$ cat src/gpio_pkg.sv
// Shared constants and types for the general-purpose port block
package gpio_pkg;

  // ----------------------------------------------------------------
  // Geometry
  // ----------------------------------------------------------------
  localparam int PORT_COUNT = 7;
  localparam int PORT_W = 8;
  localparam int SMALL_PKG_PORTS = 5;

  typedef logic [7:0] byte_t;
  typedef logic [PORT_COUNT-1:0][PORT_W-1:0] port_bus_t;
  typedef logic [PORT_COUNT-1:0] port_mask_t;

  // ----------------------------------------------------------------
  // Register map
  // ----------------------------------------------------------------
  localparam byte_t PORT0_DATA_ADDR = 8'h80;
  localparam byte_t PORT1_DATA_ADDR = 8'h90;
  localparam byte_t PORT2_DATA_ADDR = 8'hA0;
  localparam byte_t PORT3_DATA_ADDR = 8'hB0;
  localparam byte_t PORT4_DATA_ADDR = 8'hC0;
  localparam byte_t PORT5_DATA_ADDR = 8'h98;
  localparam byte_t PORT6_DATA_ADDR = 8'hC8;
  localparam byte_t INPUT_GATE_ADDR = 8'hF7;
  localparam byte_t PORT_ADDR [PORT_COUNT] = '{
    PORT0_DATA_ADDR, PORT1_DATA_ADDR, PORT2_DATA_ADDR, PORT3_DATA_ADDR,
    PORT4_DATA_ADDR, PORT5_DATA_ADDR, PORT6_DATA_ADDR};

  // Bit-addressable area and bit-address split
  localparam int BIT_SEL_W = 3;
  localparam int SFR_AREA_BIT = 7;

  // ----------------------------------------------------------------
  // Reset values
  // ----------------------------------------------------------------
  localparam byte_t PORT_LATCH_RST = 8'hFF;
  localparam port_mask_t INPUT_GATE_RST = 7'h7F;
  localparam logic DIR_INPUT = 1'b1;

  // ----------------------------------------------------------------
  // Opcodes that the block must classify
  // ----------------------------------------------------------------
  localparam byte_t OP_ANL_DIR_A = 8'h52;
  localparam byte_t OP_ANL_DIR_IMM = 8'h53;
  localparam byte_t OP_ORL_DIR_A = 8'h42;
  localparam byte_t OP_ORL_DIR_IMM = 8'h43;
  localparam byte_t OP_XRL_DIR_A = 8'h62;
  localparam byte_t OP_XRL_DIR_IMM = 8'h63;
  localparam byte_t OP_JBC_BIT = 8'h10;
  localparam byte_t OP_CPL_BIT = 8'hB2;
  localparam byte_t OP_INC_DIR = 8'h05;
  localparam byte_t OP_DEC_DIR = 8'h15;
  localparam byte_t OP_DJNZ_DIR = 8'hD5;
  localparam byte_t OP_MOV_BIT_C = 8'h92;
  localparam byte_t OP_CLR_BIT = 8'hC2;
  localparam byte_t OP_SETB_BIT = 8'hD2;
  localparam byte_t OP_MOV_DIR_DIR = 8'h85;
  localparam byte_t OP_SFR_INDIRECT = 8'hA5;

  typedef enum {RD_IDLE, RD_STALL} rd_state_e;

endpackage

$ cat src/pin_sample_if.sv
// Carrier between the port core and its pin input sampler
`timescale 1ns/10ps
interface pin_sample_if;
  import gpio_pkg::*;

  port_bus_t raw;
  port_mask_t gate;
  port_bus_t sampled;

  modport core (output raw, output gate, input sampled);
  modport sampler (input raw, input gate, output sampled);
endinterface

$ cat src/pin_sampler.sv
// Three-stage pin synchroniser with agreement filter and input gate
`timescale 1ns/10ps
module pin_sampler #(
  parameter int PORTS = gpio_pkg::PORT_COUNT // ports actually bonded
) (
  input wire logic clk,          // system clock
  input wire logic srst,         // synchronous reset, active high
  pin_sample_if.sampler io       // raw pins in, gated samples out
);
  import gpio_pkg::*;

  port_bus_t stage1_ff;
  port_bus_t stage2_ff;
  port_bus_t stage3_ff;
  port_bus_t sampled_ff;

  assign io.sampled = sampled_ff;

  // ----------------------------------------------------------------
  // Per-port sampling
  // ----------------------------------------------------------------
  for (genvar g = 0; g < PORT_COUNT; g++) begin : g_port
    if (g < PORTS) begin : g_live
      always_ff @(posedge clk) begin
        if (srst) begin
          stage1_ff[g] <= '0;
          stage2_ff[g] <= '0;
          stage3_ff[g] <= '0;
        end else begin
          stage1_ff[g] <= io.raw[g];
          stage2_ff[g] <= stage1_ff[g];
          stage3_ff[g] <= stage2_ff[g];
        end
      end

      // While the gate is open, only bits where stages two and three agree may move
      always_ff @(posedge clk) begin
        if (srst) begin
          sampled_ff[g] <= '0;
        end else if (!io.gate[g]) begin
          sampled_ff[g] <= '0;
        end else begin
          sampled_ff[g] <= (stage2_ff[g] & ~(stage2_ff[g] ^ stage3_ff[g]))
                         | (sampled_ff[g] & (stage2_ff[g] ^ stage3_ff[g]));
        end
      end
    end else begin : g_absent
      always_ff @(posedge clk) begin
        stage1_ff[g] <= '0;
        stage2_ff[g] <= '0;
        stage3_ff[g] <= '0;
        sampled_ff[g] <= '0;
      end
    end
  end

endmodule

$ cat src/gpio_port_ctrl.sv
// Port latches, input gating and special-register access for the GPIO ports
`timescale 1ns/10ps
module gpio_port_ctrl #(
  parameter int PORTS = gpio_pkg::PORT_COUNT // 7 wide package, 5 small
) (
  input wire logic clk,                    // system clock, 20 MHz
  input wire logic srst,                   // synchronous reset, high
  input wire gpio_pkg::byte_t sfr_addr,    // byte or bit address
  input wire logic sfr_bit,                // address is a bit address
  input wire logic sfr_wr,                 // write strobe, one cycle
  input wire logic sfr_rd,                 // read strobe, one cycle
  input wire gpio_pkg::byte_t sfr_wdata,   // write data, bit ops use [0]
  input wire gpio_pkg::byte_t cpu_opcode,  // opcode of the access
  input wire logic dbg_active,             // debugger interrupt running
  output logic [7:0] sfr_rdata,            // read data
  output logic sfr_rvalid,                 // read answer strobe
  input wire gpio_pkg::port_bus_t port_dir, // 1 input, 0 output
  input wire gpio_pkg::port_bus_t pin_in,  // pin levels, asynchronous
  output gpio_pkg::port_bus_t pin_out,     // pin drive levels
  output gpio_pkg::port_bus_t pin_oe_n     // low while pin is driven
);
  import gpio_pkg::*;

  // ----------------------------------------------------------------
  // Elaboration check
  // ----------------------------------------------------------------
  if (PORTS != PORT_COUNT && PORTS != SMALL_PKG_PORTS) begin : g_bad
    $error("PORTS must be 5 or 7");
  end

  // ----------------------------------------------------------------
  // Decode helpers
  // ----------------------------------------------------------------
  // One-hot port select; ports not bonded never match
  function automatic port_mask_t port_hit(input byte_t a);
    port_mask_t m;
    m = '0;
    for (int i = 0; i < PORT_COUNT; i++) begin
      if (i < PORTS && a == PORT_ADDR[i]) begin
        m[i] = 1'b1;
      end
    end
    return m;
  endfunction

  // Opcodes whose port operand is the latch, even when not read
  function automatic logic is_rmw(input byte_t op);
    logic r;
    r = 1'b0;
    case (op)
      OP_ANL_DIR_A, OP_ANL_DIR_IMM,
      OP_ORL_DIR_A, OP_ORL_DIR_IMM,
      OP_XRL_DIR_A, OP_XRL_DIR_IMM,
      OP_JBC_BIT, OP_CPL_BIT,
      OP_INC_DIR, OP_DEC_DIR, OP_DJNZ_DIR,
      OP_MOV_BIT_C, OP_CLR_BIT, OP_SETB_BIT: begin
        r = 1'b1;
      end
      default: begin
        r = 1'b0;
      end
    endcase
    return r;
  endfunction

  // Reads that meet the synchronous debug memory need a spare cycle
  function automatic logic needs_stall(input byte_t op);
    return op == OP_MOV_DIR_DIR || op == OP_SFR_INDIRECT;
  endfunction

  // Bit addresses in the register area name the byte on an 8 boundary
  function automatic byte_t byte_of(input byte_t a, input logic b);
    byte_t r;
    r = a;
    if (b) begin
      r = {a[7:BIT_SEL_W], {BIT_SEL_W{1'b0}}};
    end
    return r;
  endfunction

  // ----------------------------------------------------------------
  // State
  // ----------------------------------------------------------------
  port_bus_t latch_ff;
  port_mask_t gate_ff;
  port_bus_t oe_n_ff;
  byte_t rdata_ff;
  logic rvalid_ff;
  rd_state_e rd_state_ff;
  rd_state_e nxt_rd_state;
  byte_t hold_addr_ff;
  logic hold_bit_ff;
  logic hold_rmw_ff;

  pin_sample_if samp ();

  assign samp.raw = pin_in;
  assign samp.gate = gate_ff;

  pin_sampler #(
    .PORTS(PORTS)
  ) u_sampler (
    .clk(clk),
    .srst(srst),
    .io(samp.sampler)
  );

  // ----------------------------------------------------------------
  // Write decode
  // ----------------------------------------------------------------
  byte_t wr_byte;
  port_mask_t wr_hit;
  logic wr_area;
  logic [BIT_SEL_W-1:0] wr_sel;

  always_comb begin
    wr_byte = byte_of(sfr_addr, sfr_bit);
    wr_area = sfr_addr[SFR_AREA_BIT];
    wr_sel = sfr_addr[BIT_SEL_W-1:0];
    wr_hit = '0;
    if (sfr_wr && (!sfr_bit || wr_area)) begin
      wr_hit = port_hit(wr_byte);
    end
  end

  // ----------------------------------------------------------------
  // Port latches
  // ----------------------------------------------------------------
  // The latch is what the pins drive, and modify writes land here
  for (genvar g = 0; g < PORT_COUNT; g++) begin : g_latch
    always_ff @(posedge clk) begin
      if (srst) begin
        latch_ff[g] <= PORT_LATCH_RST;
      end else if (wr_hit[g]) begin
        if (sfr_bit) begin
          latch_ff[g][wr_sel] <= sfr_wdata[0];
        end else begin
          latch_ff[g] <= sfr_wdata;
        end
      end
    end
  end

  // ----------------------------------------------------------------
  // Input gate register
  // ----------------------------------------------------------------
  // Top bit is reserved and never stored, so it always reads zero
  always_ff @(posedge clk) begin
    if (srst) begin
      gate_ff <= INPUT_GATE_RST;
    end else if (sfr_wr && !sfr_bit && sfr_addr == INPUT_GATE_ADDR) begin
      gate_ff <= sfr_wdata[PORT_COUNT-1:0];
    end
  end

  // ----------------------------------------------------------------
  // Pin drivers
  // ----------------------------------------------------------------
  // Absent ports stay undriven whatever their direction bits say
  for (genvar g = 0; g < PORT_COUNT; g++) begin : g_drive
    always_ff @(posedge clk) begin
      if (srst) begin
        oe_n_ff[g] <= {PORT_W{DIR_INPUT}};
      end else if (g < PORTS) begin
        oe_n_ff[g] <= port_dir[g];
      end else begin
        oe_n_ff[g] <= {PORT_W{DIR_INPUT}};
      end
    end
  end

  assign pin_out = latch_ff;
  assign pin_oe_n = oe_n_ff;

  // ----------------------------------------------------------------
  // Read sequencing
  // ----------------------------------------------------------------
  logic stall_req;

  assign stall_req = sfr_rd && dbg_active && needs_stall(cpu_opcode);

  always_comb begin
    nxt_rd_state = rd_state_ff;
    case (rd_state_ff)
      RD_IDLE: begin
        if (stall_req) begin
          nxt_rd_state = RD_STALL;
        end
      end
      RD_STALL: begin
        nxt_rd_state = RD_IDLE;
      end
      default: begin
        nxt_rd_state = RD_IDLE;
      end
    endcase
  end

  always_ff @(posedge clk) begin
    if (srst) begin
      rd_state_ff <= RD_IDLE;
    end else begin
      rd_state_ff <= nxt_rd_state;
    end
  end

  // Request held over the stall cycle; new reads then are ignored
  always_ff @(posedge clk) begin
    if (srst) begin
      hold_addr_ff <= '0;
      hold_bit_ff <= 1'b0;
      hold_rmw_ff <= 1'b0;
    end else if (rd_state_ff == RD_IDLE && stall_req) begin
      hold_addr_ff <= sfr_addr;
      hold_bit_ff <= sfr_bit;
      hold_rmw_ff <= is_rmw(cpu_opcode);
    end
  end

  // ----------------------------------------------------------------
  // Read data
  // ----------------------------------------------------------------
  byte_t rd_addr;
  byte_t rd_byte;
  logic rd_bit;
  logic rd_rmw;
  port_mask_t rd_hit;
  byte_t rd_src;
  byte_t nxt_rdata;
  logic [BIT_SEL_W-1:0] rd_sel;

  always_comb begin
    if (rd_state_ff == RD_STALL) begin
      rd_addr = hold_addr_ff;
      rd_bit = hold_bit_ff;
      rd_rmw = hold_rmw_ff;
    end else begin
      rd_addr = sfr_addr;
      rd_bit = sfr_bit;
      rd_rmw = is_rmw(cpu_opcode);
    end
    rd_byte = byte_of(rd_addr, rd_bit);
    rd_sel = rd_addr[BIT_SEL_W-1:0];
    rd_hit = '0;
    if (!rd_bit || rd_addr[SFR_AREA_BIT]) begin
      rd_hit = port_hit(rd_byte);
    end
    rd_src = '0;
    for (int i = 0; i < PORT_COUNT; i++) begin
      if (rd_hit[i]) begin
        // Latch for modify ops, gated pin sample otherwise
        rd_src = rd_rmw ? latch_ff[i] : samp.sampled[i];
      end
    end
    nxt_rdata = '0;
    if (rd_bit) begin
      nxt_rdata = {7'h00, rd_src[rd_sel]};
    end else if (rd_addr == INPUT_GATE_ADDR) begin
      nxt_rdata = {1'b0, gate_ff};
    end else begin
      nxt_rdata = rd_src;
    end
  end

  always_ff @(posedge clk) begin
    if (srst) begin
      rdata_ff <= '0;
      rvalid_ff <= 1'b0;
    end else if (rd_state_ff == RD_STALL) begin
      rdata_ff <= nxt_rdata;
      rvalid_ff <= 1'b1;
    end else if (sfr_rd && !stall_req) begin
      rdata_ff <= nxt_rdata;
      rvalid_ff <= 1'b1;
    end else begin
      rvalid_ff <= 1'b0;
    end
  end

  assign sfr_rdata = rdata_ff;
  assign sfr_rvalid = rvalid_ff;

endmodule

$ cat config.mk
export PLATFORM = sky130hd
export DESIGN_NAME = gpio_port_ctrl
export DESIGN_NICKNAME = d
export VERILOG_FILES = /design/src/gpio_pkg.sv /design/src/pin_sample_if.sv /design/src/pin_sampler.sv /design/src/gpio_port_ctrl.sv
export SDC_FILE = /design/constraint.sdc
export NUM_CORES = 1
export LEC_CHECK = 0
export BUFFER_PORTS_ARGS = -buffer_cell sky130_fd_sc_hd__buf_2
export CAP_MARGIN = 5
export CORE_ASPECT_RATIO = 0.7
export CORE_UTILIZATION = 58
export CTS_CLUSTER_SIZE = 16
export DETAILED_ROUTE_END_ITERATION = 7
export PLACE_DENSITY = 0.86
export RECOVER_POWER = 25
export REMOVE_ABC_BUFFERS = 1
export SYNTH_ARGS = -nofsm -noshare
export SYNTH_HDL_FRONTEND = slang
export SYNTH_HIERARCHICAL = 1
export SYNTH_SLANG_ARGS = --single-unit
$ cat constraint.sdc
create_clock -name clk -period 6.7 [get_ports clk]
set_input_delay 1.34 -clock clk [delete_from_list [all_inputs] [get_ports clk]]
set_output_delay 1.34 -clock clk [all_outputs]
set_load 0.005 [all_outputs]
== After elaboration in Yosys (flattened, before gate mapping) ==
Cells that the tools add are included.

* Input port bits: 142
* Word-level logic and storage cells: 213
* Flip-flop bits (word level): 363

* $lt $le $gt $ge: 3
* Bitwise gates (word level): 43
* Eq/ne operators: 32
* Multiplexer cells: 60
* Reduce and logical (&&, ||, !) cells: 26

{| class="wikitable"
|+ Operator list
! kind !! number
|-
| two-way mux 8 bit || 26
|-
| == test 8 bit (second input constant) || 23
|-
| bitwise AND 8 bit || 14
|-
| zero test 32 bit || 2
|-
| bitwise mux 8 bit || 7
|-
| NOT 8 bit || 7
|-
| OR 8 bit || 7
|-
| XOR 8 bit || 7
|-
| == test 8 x 7 -> 1 bit (second input constant) || 6
|-
| two-way mux 1 bit || 21
|-
| == test 8 x 5 -> 1 bit (second input constant) || 2
|-
| OR reduction 2 bit || 8
|-
| two-way mux 7 bit || 2
|-
| OR reduction 14 bit || 1
|-
| == test 8 x 3 -> 1 bit (second input constant) || 1
|-
| logical AND 1 bit || 8
|-
| < comparator 3 x 4 -> 1 bit (second input constant) || 2
|-
| NOT 1 bit || 8
|-
| two-way mux 3 bit || 2
|-
| binary-select mux 1 bit (select 3 bit) || 1
|-
| demux 1 bit (select 3 bit) || 1
|-
| greater-or-equal comparator 3 x 1 -> 1 bit (second input constant) || 1
|-
| zero test 1 bit || 3
|-
| logical OR 1 bit || 3
|-
| nonzero test 2 bit || 1
|}

== Longest topological paths before layout ==
Gate-level depths: netlist of the first run.

* Depth after elaboration: 17
* Gate-level depth with buffers: 13
* Mapped depth without buffers: 10

== Modules after synthesis ==
Netlist of the first run, hierarchy kept.

{| class="wikitable"
|+ Modules (own cells, without submodules)
! module !! instances !! area each (µm²) !! cells an instance
|-
| pin_sampler || 1 || 6546.3 || 593
|-
| gpio_port_ctrl || 1 || 6341.1 || 698
|}

== Worst setup path after synthesis of the first run ==
No wires, ideal clock.

* Path type: input to register
* Start: input cpu_opcode[1]
* End: register rdata_ff[0], in the netlist sfr_rdata[0]
* Setup slack: 2.926 ns
* Cell stages on the path: 12
* Data required time: 6.568 ns
* Path buffers: 2
* Data arrival time: 3.642 ns
* Cell sequence: nor4_1 nand2_1 a2111o_1 a2bb2oi_4 buf_6 buf_12 mux2i_1 o22ai_1 nor4_1 mux2i_1 nor4b_1 nor3_1

* Longest elaborated chain between the ends: 17

{| class="wikitable"
|+ RTL lines
! element !! RTL line !! text
|-
| start, declared || gpio_port_ctrl.sv:13 || <nowiki>input wire gpio_pkg::byte_t cpu_opcode,</nowiki>
|-
| == test 8 x 7 -> 1 bit (tied with other cells) || gpio_port_ctrl.sv:50 || <nowiki>case (op)</nowiki>
|-
| OR reduction 14 bit || gpio_port_ctrl.sv:50 ||
|-
| two-way mux 1 bit || gpio_port_ctrl.sv:50 ||
|-
| two-way mux 1 bit || gpio_port_ctrl.sv:233 || <nowiki>if (rd_state_ff == RD_STALL) begin</nowiki>
|-
| two-way mux 8 bit || gpio_port_ctrl.sv:252 || <nowiki>rd_src = rd_rmw ? latch_ff[i] : samp.sampled[i];</nowiki>
|-
| two-way mux 8 bit (7 in a row) || gpio_port_ctrl.sv:250 || <nowiki>if (rd_hit[i]) begin</nowiki>
|-
| binary-select mux 1 bit (select 3 bit) || gpio_port_ctrl.sv:257 || <nowiki>nxt_rdata = {7'h00, rd_src[rd_sel]};</nowiki>
|-
| two-way mux 1 bit (implied by the code) || gpio_port_ctrl.sv:257 ||
|-
| two-way mux 8 bit || gpio_port_ctrl.sv:256 || <nowiki>if (rd_bit) begin</nowiki>
|-
| two-way mux 8 bit || gpio_port_ctrl.sv:272 || <nowiki>end else if (sfr_rd && !stall_req) begin</nowiki>
|-
| two-way mux 8 bit || gpio_port_ctrl.sv:269 || <nowiki>end else if (rd_state_ff == RD_STALL) begin</nowiki>
|-
| end signal, assigned || gpio_port_ctrl.sv:270 || <nowiki>rdata_ff <= nxt_rdata;</nowiki>
|-
| end signal, assigned || gpio_port_ctrl.sv:273 || <nowiki>rdata_ff <= nxt_rdata;</nowiki>
|-
| end, declared || gpio_port_ctrl.sv:87 || <nowiki>byte_t rdata_ff;</nowiki>
|}

Several ways; a longest one is shown, not always the timed one. The select of a mux whose other input is x is not followed.
A chain may end at the register's enable or synchronous reset.

== Worst setup path after layout of the first run ==
* Start: input cpu_opcode[5]
* End: register rdata_ff[0], in the netlist sfr_rdata[0]

Same word-level chain as after synthesis.

==> flow_summary.ini, run 1 <==
[run_status]
outcome = complete, no violations

[placed_design]
place_ws_ns = 1.82
io_buffers = 262
globalplace.congestion = 0.952
dp_hpwl_um = 24600

[pwr]
vdd_drop_max_v = 0.000230
p_int_uw = 3370
clkPwrFrac_pct = 42.6
power.total_uw = 4330
seqPwrFrac_pct = 51.8
power_density_nw_per_um2 = 282
switchingPower_uw = 965
sw_frac_of_total_pct = 22.3
combPwrFrac_pct = 5.6
p_leak_uw = 0.00585

[setup_path]
r2r-start = rd_state_ff[0]
r2r_slack_ns = 2.69
rr_worst_depth = 9
crit_type = primary input to flip-flop
r2r-end = sfr_rdata[0]
worstPathArrival_ns = 4.75
cp_max_fo = 20
critPathLaunchType = primary input
cp.required_ns = 7.15
endpoint_kind = flip-flop

[floorplanning]
pin_count = 263
rows = 45
coreArea_sq_um = 21700
start_util_pct = 59.3
dieArea_sq_um = 22800
die_y_um = 127
die_w_um = 180

[global_routing]
grt_max_degree = 122
grt_pass1_wl_um = 52800
antenna_found_initial = 1
grt_pass1_vias = 9700
grt_usage_pct = 29.7
grt-ovfl-total = 0

[hold_path]
hold_path_end = u_sampler/stage2_ff[25]
timing.hold.worst.start = u_sampler/stage1_ff[25]
worstHoldPathCells = 1
hold_class = flip-flop to flip-flop

[yosys]
synth_edf_count = 0
synth_flop_cell = dfxtp_1
syn_avg_cell_area_sq_um = 9.98
synth_cell_types = 63
async_reset_ff_share_pct = 0
synth.most_common_cell = dfxtp_1
syn_area_sq_um = 12900
ys_top_cells_by_count = dfxtp_1, nor2b_1, nand2_1
synth_area_leader_cell = dfxtp_1
synthCells = 1291
ys_ff_latch = 363
ys_top_cells_by_area = dfxtp_1, nor2b_1, mux2i_1
yosys_warnings = 6
seq_area_frac_synth_pct = 56.4
synth_top_area_share_pct = 56.4

[cells_and_area]
final_nets = 1666
seq_area_sq_um = 7270
num-fill-cells = 1658
drive_gt1_share_pct = 25.6
antennaDiodeCount = 0
multiInputGateArea_sq_um = 5160
area_growth_pct = 19.1

[clocking]
cts_buffers = 31
htreeDepth = 1
cts_tree = done
ctsResizeCount = 0
clock_path_buffers = 3
hold_buffers = 0
cts_sinks = 363
path_clk_slew_ns = 0.07
cts_root_buf = clkbuf_16
post_cts_buffers = 0
clk_latency_ns = 0.58

[drt]
initialDrtViolationCount = 1155
totalWireLength_um = 35000
viasPerCell = 5.68
drc = 0
num_vias = 10400
drt.antenna.violating_nets = 0
routedWlPerCell_um = 19.1
dr.pass1.iters = 5

[timing]
fin_crit_ns = 4.29
setup_viol_count_final = 0
relSlewSlack_pct = 27.7
drv_slew = 0
hold_viol_final = 0
fin_skew_ns = 0.0119
worst_slack_ns = 2.41
worst_pin_slew_ns = 1.08
fmax_ghz = 0.233
setup_tns_ns = 0
fin_crit_sh_pct = 64.1
rsz0062_at_grt = false

[job]
drv_cap = 0
-- power groups by stage --
stage	registers, uW	clock network (uW)	logic [uW]
floorplan	2290	0	102
global placement	2290	0	234
detailed placement	2290	0	239
CTS	2240	1870	241
global route	2250	1960	263
finish	2240	1840	243
-- critical path, stage by stage --
cell and delay, ns:
buf_2 0.13, nor4_1 0.26, nand2_1 0.08, a2111o_1 0.45, a2bb2oi_4 0.71, buf_4 0.40
mux2i_1 0.22, o221ai_1 0.13, a41oi_1 0.36, nand3_1 0.12, a2111oi_1 0.42, nor3_1 0.10
-- per-layer routing --
layer / vias up / wire length, um / track usage [%] / part of all wire, %
met1: 4924 / 14800 / 39.5 / 42
met4: 2 / 1040 / 9.65 / 3.0
li1: 4909 / - / - / -
met2: 491 / 15200 / 46.2 / 43
met5: - / 15 / 0 / 0.043
met3: 74 / 3870 / 9.07 / 11
-- per-stage QoR --
stage	cell area [sq um]	std cells	utilization, %	hold slack (ns)
6_report	15300	1830	70.6	0.436
5_1_grt	15300	1830	70.6	0.448
4_1_cts	15300	1830	70.6	0.436
3_5_place_dp	14300	1773	65.7	0.421
3_3_place_gp	14300	1773	65.7	0.416
2_1_floorplan	12500	1217	-	0.414
-- area by class of cell --
cell class,instances,area share (%)
clock buffers,41,5.69
repair buffers,274,9.35
multi-input cells,837,33.6
inverters,17,0.416
clock inverters,16,1.26
well taps,282,2.30
flip-flops and latches,363,47.4
-- cells by family (layout without fill, tap and decap cells) --
| group | after synthesis | in the layout | share of synthesized area [%] |
|---|---|---|---|
| AOI/OAI and AO/OA | 250 | 250 | 12.8 |
| muxes | 69 | 69 | 5.41 |
| DFF | 363 | 363 | 56.4 |
| and+or+nand+nor | 518 | 518 | 21.6 |
| buffers and inverters | 91 | 348 | 3.80 |
-- worst max path at each step --
| stage | slack (ns) | cells past startpoint | to | from |
|---|---|---|---|---|
| global route | 2.23 | 12 | sfr_rdata[0] | cpu_opcode[1] |
| floorplan | 1.93 | 10 | sfr_rdata[0] | cpu_opcode[1] |
| finish | 2.41 | 12 | sfr_rdata[0] | cpu_opcode[5] |
| CTS | 2.41 | 12 | sfr_rdata[0] | cpu_opcode[5] |
| detailed placement | 1.82 | 12 | sfr_rdata[0] | cpu_opcode[1] |
| global placement | 1.83 | 12 | sfr_rdata[0] | cpu_opcode[1] |
-- cell usage in the layout (no fill, tap or decap), types with 17 or more instances in the layout --
master     Yosys  final
a21oi_1       74     74
a221o_1       49     49
buf_2         18    261
clkbuf_16      0     31
dfxtp_1      363    363
inv_1         17     17
mux2i_1       64     64
nand2_1      158    158
nand2b_1      17     17
nand3_1       25     25
nor2_1        35     35
nor2b_1      176    176
o21ai_0       65     65
or2_2         56     56
Note: power is estimated with default switching activity, not from simulation.
==> inputs of run 2 (changes only) <==
--- a/config.mk
+++ b/config.mk
@@ -8,10 +8,10 @@
 export BUFFER_PORTS_ARGS = -buffer_cell sky130_fd_sc_hd__buf_2
 export CAP_MARGIN = 5
 export CORE_ASPECT_RATIO = 0.7
-export CORE_UTILIZATION = 58
+export CORE_UTILIZATION = 49
 export CTS_CLUSTER_SIZE = 16
 export DETAILED_ROUTE_END_ITERATION = 7
-export PLACE_DENSITY = 0.86
+export PLACE_DENSITY = 0.77
 export RECOVER_POWER = 25
 export REMOVE_ABC_BUFFERS = 1
 export SYNTH_ARGS = -nofsm -noshare
==> constraint.sdc (replaced) <==
create_clock -name clk -period 3.65 [get_ports clk]
set_input_delay 0.73 -clock clk [delete_from_list [all_inputs] [get_ports clk]]
set_output_delay 0.73 -clock clk [all_outputs]
set_load 0.005 [all_outputs]
==> flow_summary.ini, run 2 (synthesis gave the netlist of run 1 again) <==
[drt]
num_vias = 10481
viasPerCell = 5.44
dr.pass1.iters = 5
routedWlPerCell_um = 18.9
initialDrtViolationCount = 762
drt.antenna.violating_nets = 0
drc = 0
totalWireLength_um = 36400

[clocking]
ctsResizeCount = 0
clock_path_buffers = 3
post_cts_buffers = 0
cts_sinks = 363
path_clk_slew_ns = 0.06
cts_buffers = 35
htreeDepth = 2
clk_latency_ns = 0.52
cts_tree = done
cts_root_buf = clkbuf_16
hold_buffers = 0

[global_routing]
grt_usage_pct = 26.6
antenna_found_initial = 0
grt_max_degree = 109
grt_pass1_vias = 9759
grt_pass1_wl_um = 54800
grt-ovfl-total = 0

[placed_design]
placed_area_sq_um = 14700
globalplace.congestion = 0.948
io_buffers = 262
place_ws_ns = -0.132
dp_hpwl_um = 26500

[timing]
relSlewSlack_pct = -34.4
fin_skew_ns = 0.0133
rsz0062_at_grt = false
worst_pin_slew_ns = 2.02
fin_crit_ns = 3.36
worst_slack_ns = 0.290
hold_viol_final = 0
fmax_ghz = 0.298
drv_slew = 158
holdWs_ns = 0.383
fin_crit_sh_pct = 92.1
setup_viol_count_final = 0

[floorplanning]
start_util_pct = 50.0
die_w_um = 196
coreArea_sq_um = 25700
die_y_um = 138
dieArea_sq_um = 27000
pin_count = 263
rows = 49

[run_status]
violations = max-capacitance violations, max-slew violations
outcome = finished with violations

[cells_and_area]
drive_gt1_share_pct = 27.4
final_cell_area_sq_um = 15800
area_growth_pct = 22.7
num-fill-cells = 2213
final_cell_mix = dfxtp_1, buf_2, nor2b_1
final_nets = 1713
postLayoutCoreUtil_pct = 61.4
antennaDiodeCount = 0
mostFrequentLayoutCell = dfxtp_1

[setup_path]
path_cells = buf_2 > nor4_1 > nand2_1 > a2111o_1 > a2bb2oi_4 > buf_12 > buf_4 > mux2i_1 > o22ai_1 > nor4_1 > mux2i_1 > nor4b_1 > nor3_1
critPathSlowestCell = a2111o_1
cp_max_fo = 22
critPathLaunchType = primary input
slowest_delay_ns = 0.46
endpoint_kind = flip-flop
crit_type = primary input to flip-flop
worstPathArrival_ns = 3.75
cp.required_ns = 4.04

[hold_path]
hold_class = primary input to flip-flop

[pwr]
vdd_drop_max_v = 0.000375
power.total_uw = 8120
p_leak_uw = 0.00609
power_density_nw_per_um2 = 514

[job]
drv_cap = 2
-- run 2: stage by stage --
| step | instances | setup TNS (ns) |
|---|---|---|
| after global routing | 1925 | 0 |
| after detailed placement | 1865 | -0.132 |
| final | 1925 | 0 |
| after CTS | 1925 | 0 |
| after floorplan | 1217 | -2.34 |
| after global placement | 1865 | -0.00266 |
-- run 2: path summary, 6_finish.rpt --
check,slack (ns),depth (start not counted),end,start
worst max-delay path,0.29,13,sfr_rdata[0],cpu_opcode[1]
worst min-delay path,0.38,2,pin_oe_n[4],port_dir[4]
worst max register to register,0.35,10,sfr_rdata[0],rd_state_ff[0]
worst min register to register,0.44,1,u_sampler/stage2_ff[37],u_sampler/stage1_ff[37]
-- run 2: area by class of cell --
class / count / area [sq um] / share of cell area (%)
sequential: 363 / 7270 / 46.0
multi-input combinational: 837 / 5150 / 32.6
inverter: 17 / 63.8 / 0.404
timing repair buffer: 317 / 1790 / 11.3
tap: 331 / 414 / 2.62
clock inverter: 6 / 76.3 / 0.483
clock buffer: 54 / 1050 / 6.63
-- run 2: power breakdown --
group | switching, uW | total (uW) | internal (uW)
Sequential | 42.3 | 4120 | 4080
Clock | 1470 | 3530 | 2060
Combinational | 262 | 472 | 210
-- run 2: per-layer routing --
metal  vias up  GRT usage (%)  share of wire, %  wire [um]
met2       489           40.8                43      15700
met5         -              0                 0          0
li1       4994              -                 -          -
met4         0           7.42               1.9        680
met1      4941           36.2                45      16200
met3        57           8.05                10       3770
-- run 2: critical path: cells and delay by family --
family / cells / cell delay [ns]
AOI/OAI and AO/OA: 3 / 0.74
and+or+nand+nor: 5 / 1.27
muxes: 2 / 0.43
buffers and inverters: 3 / 0.55
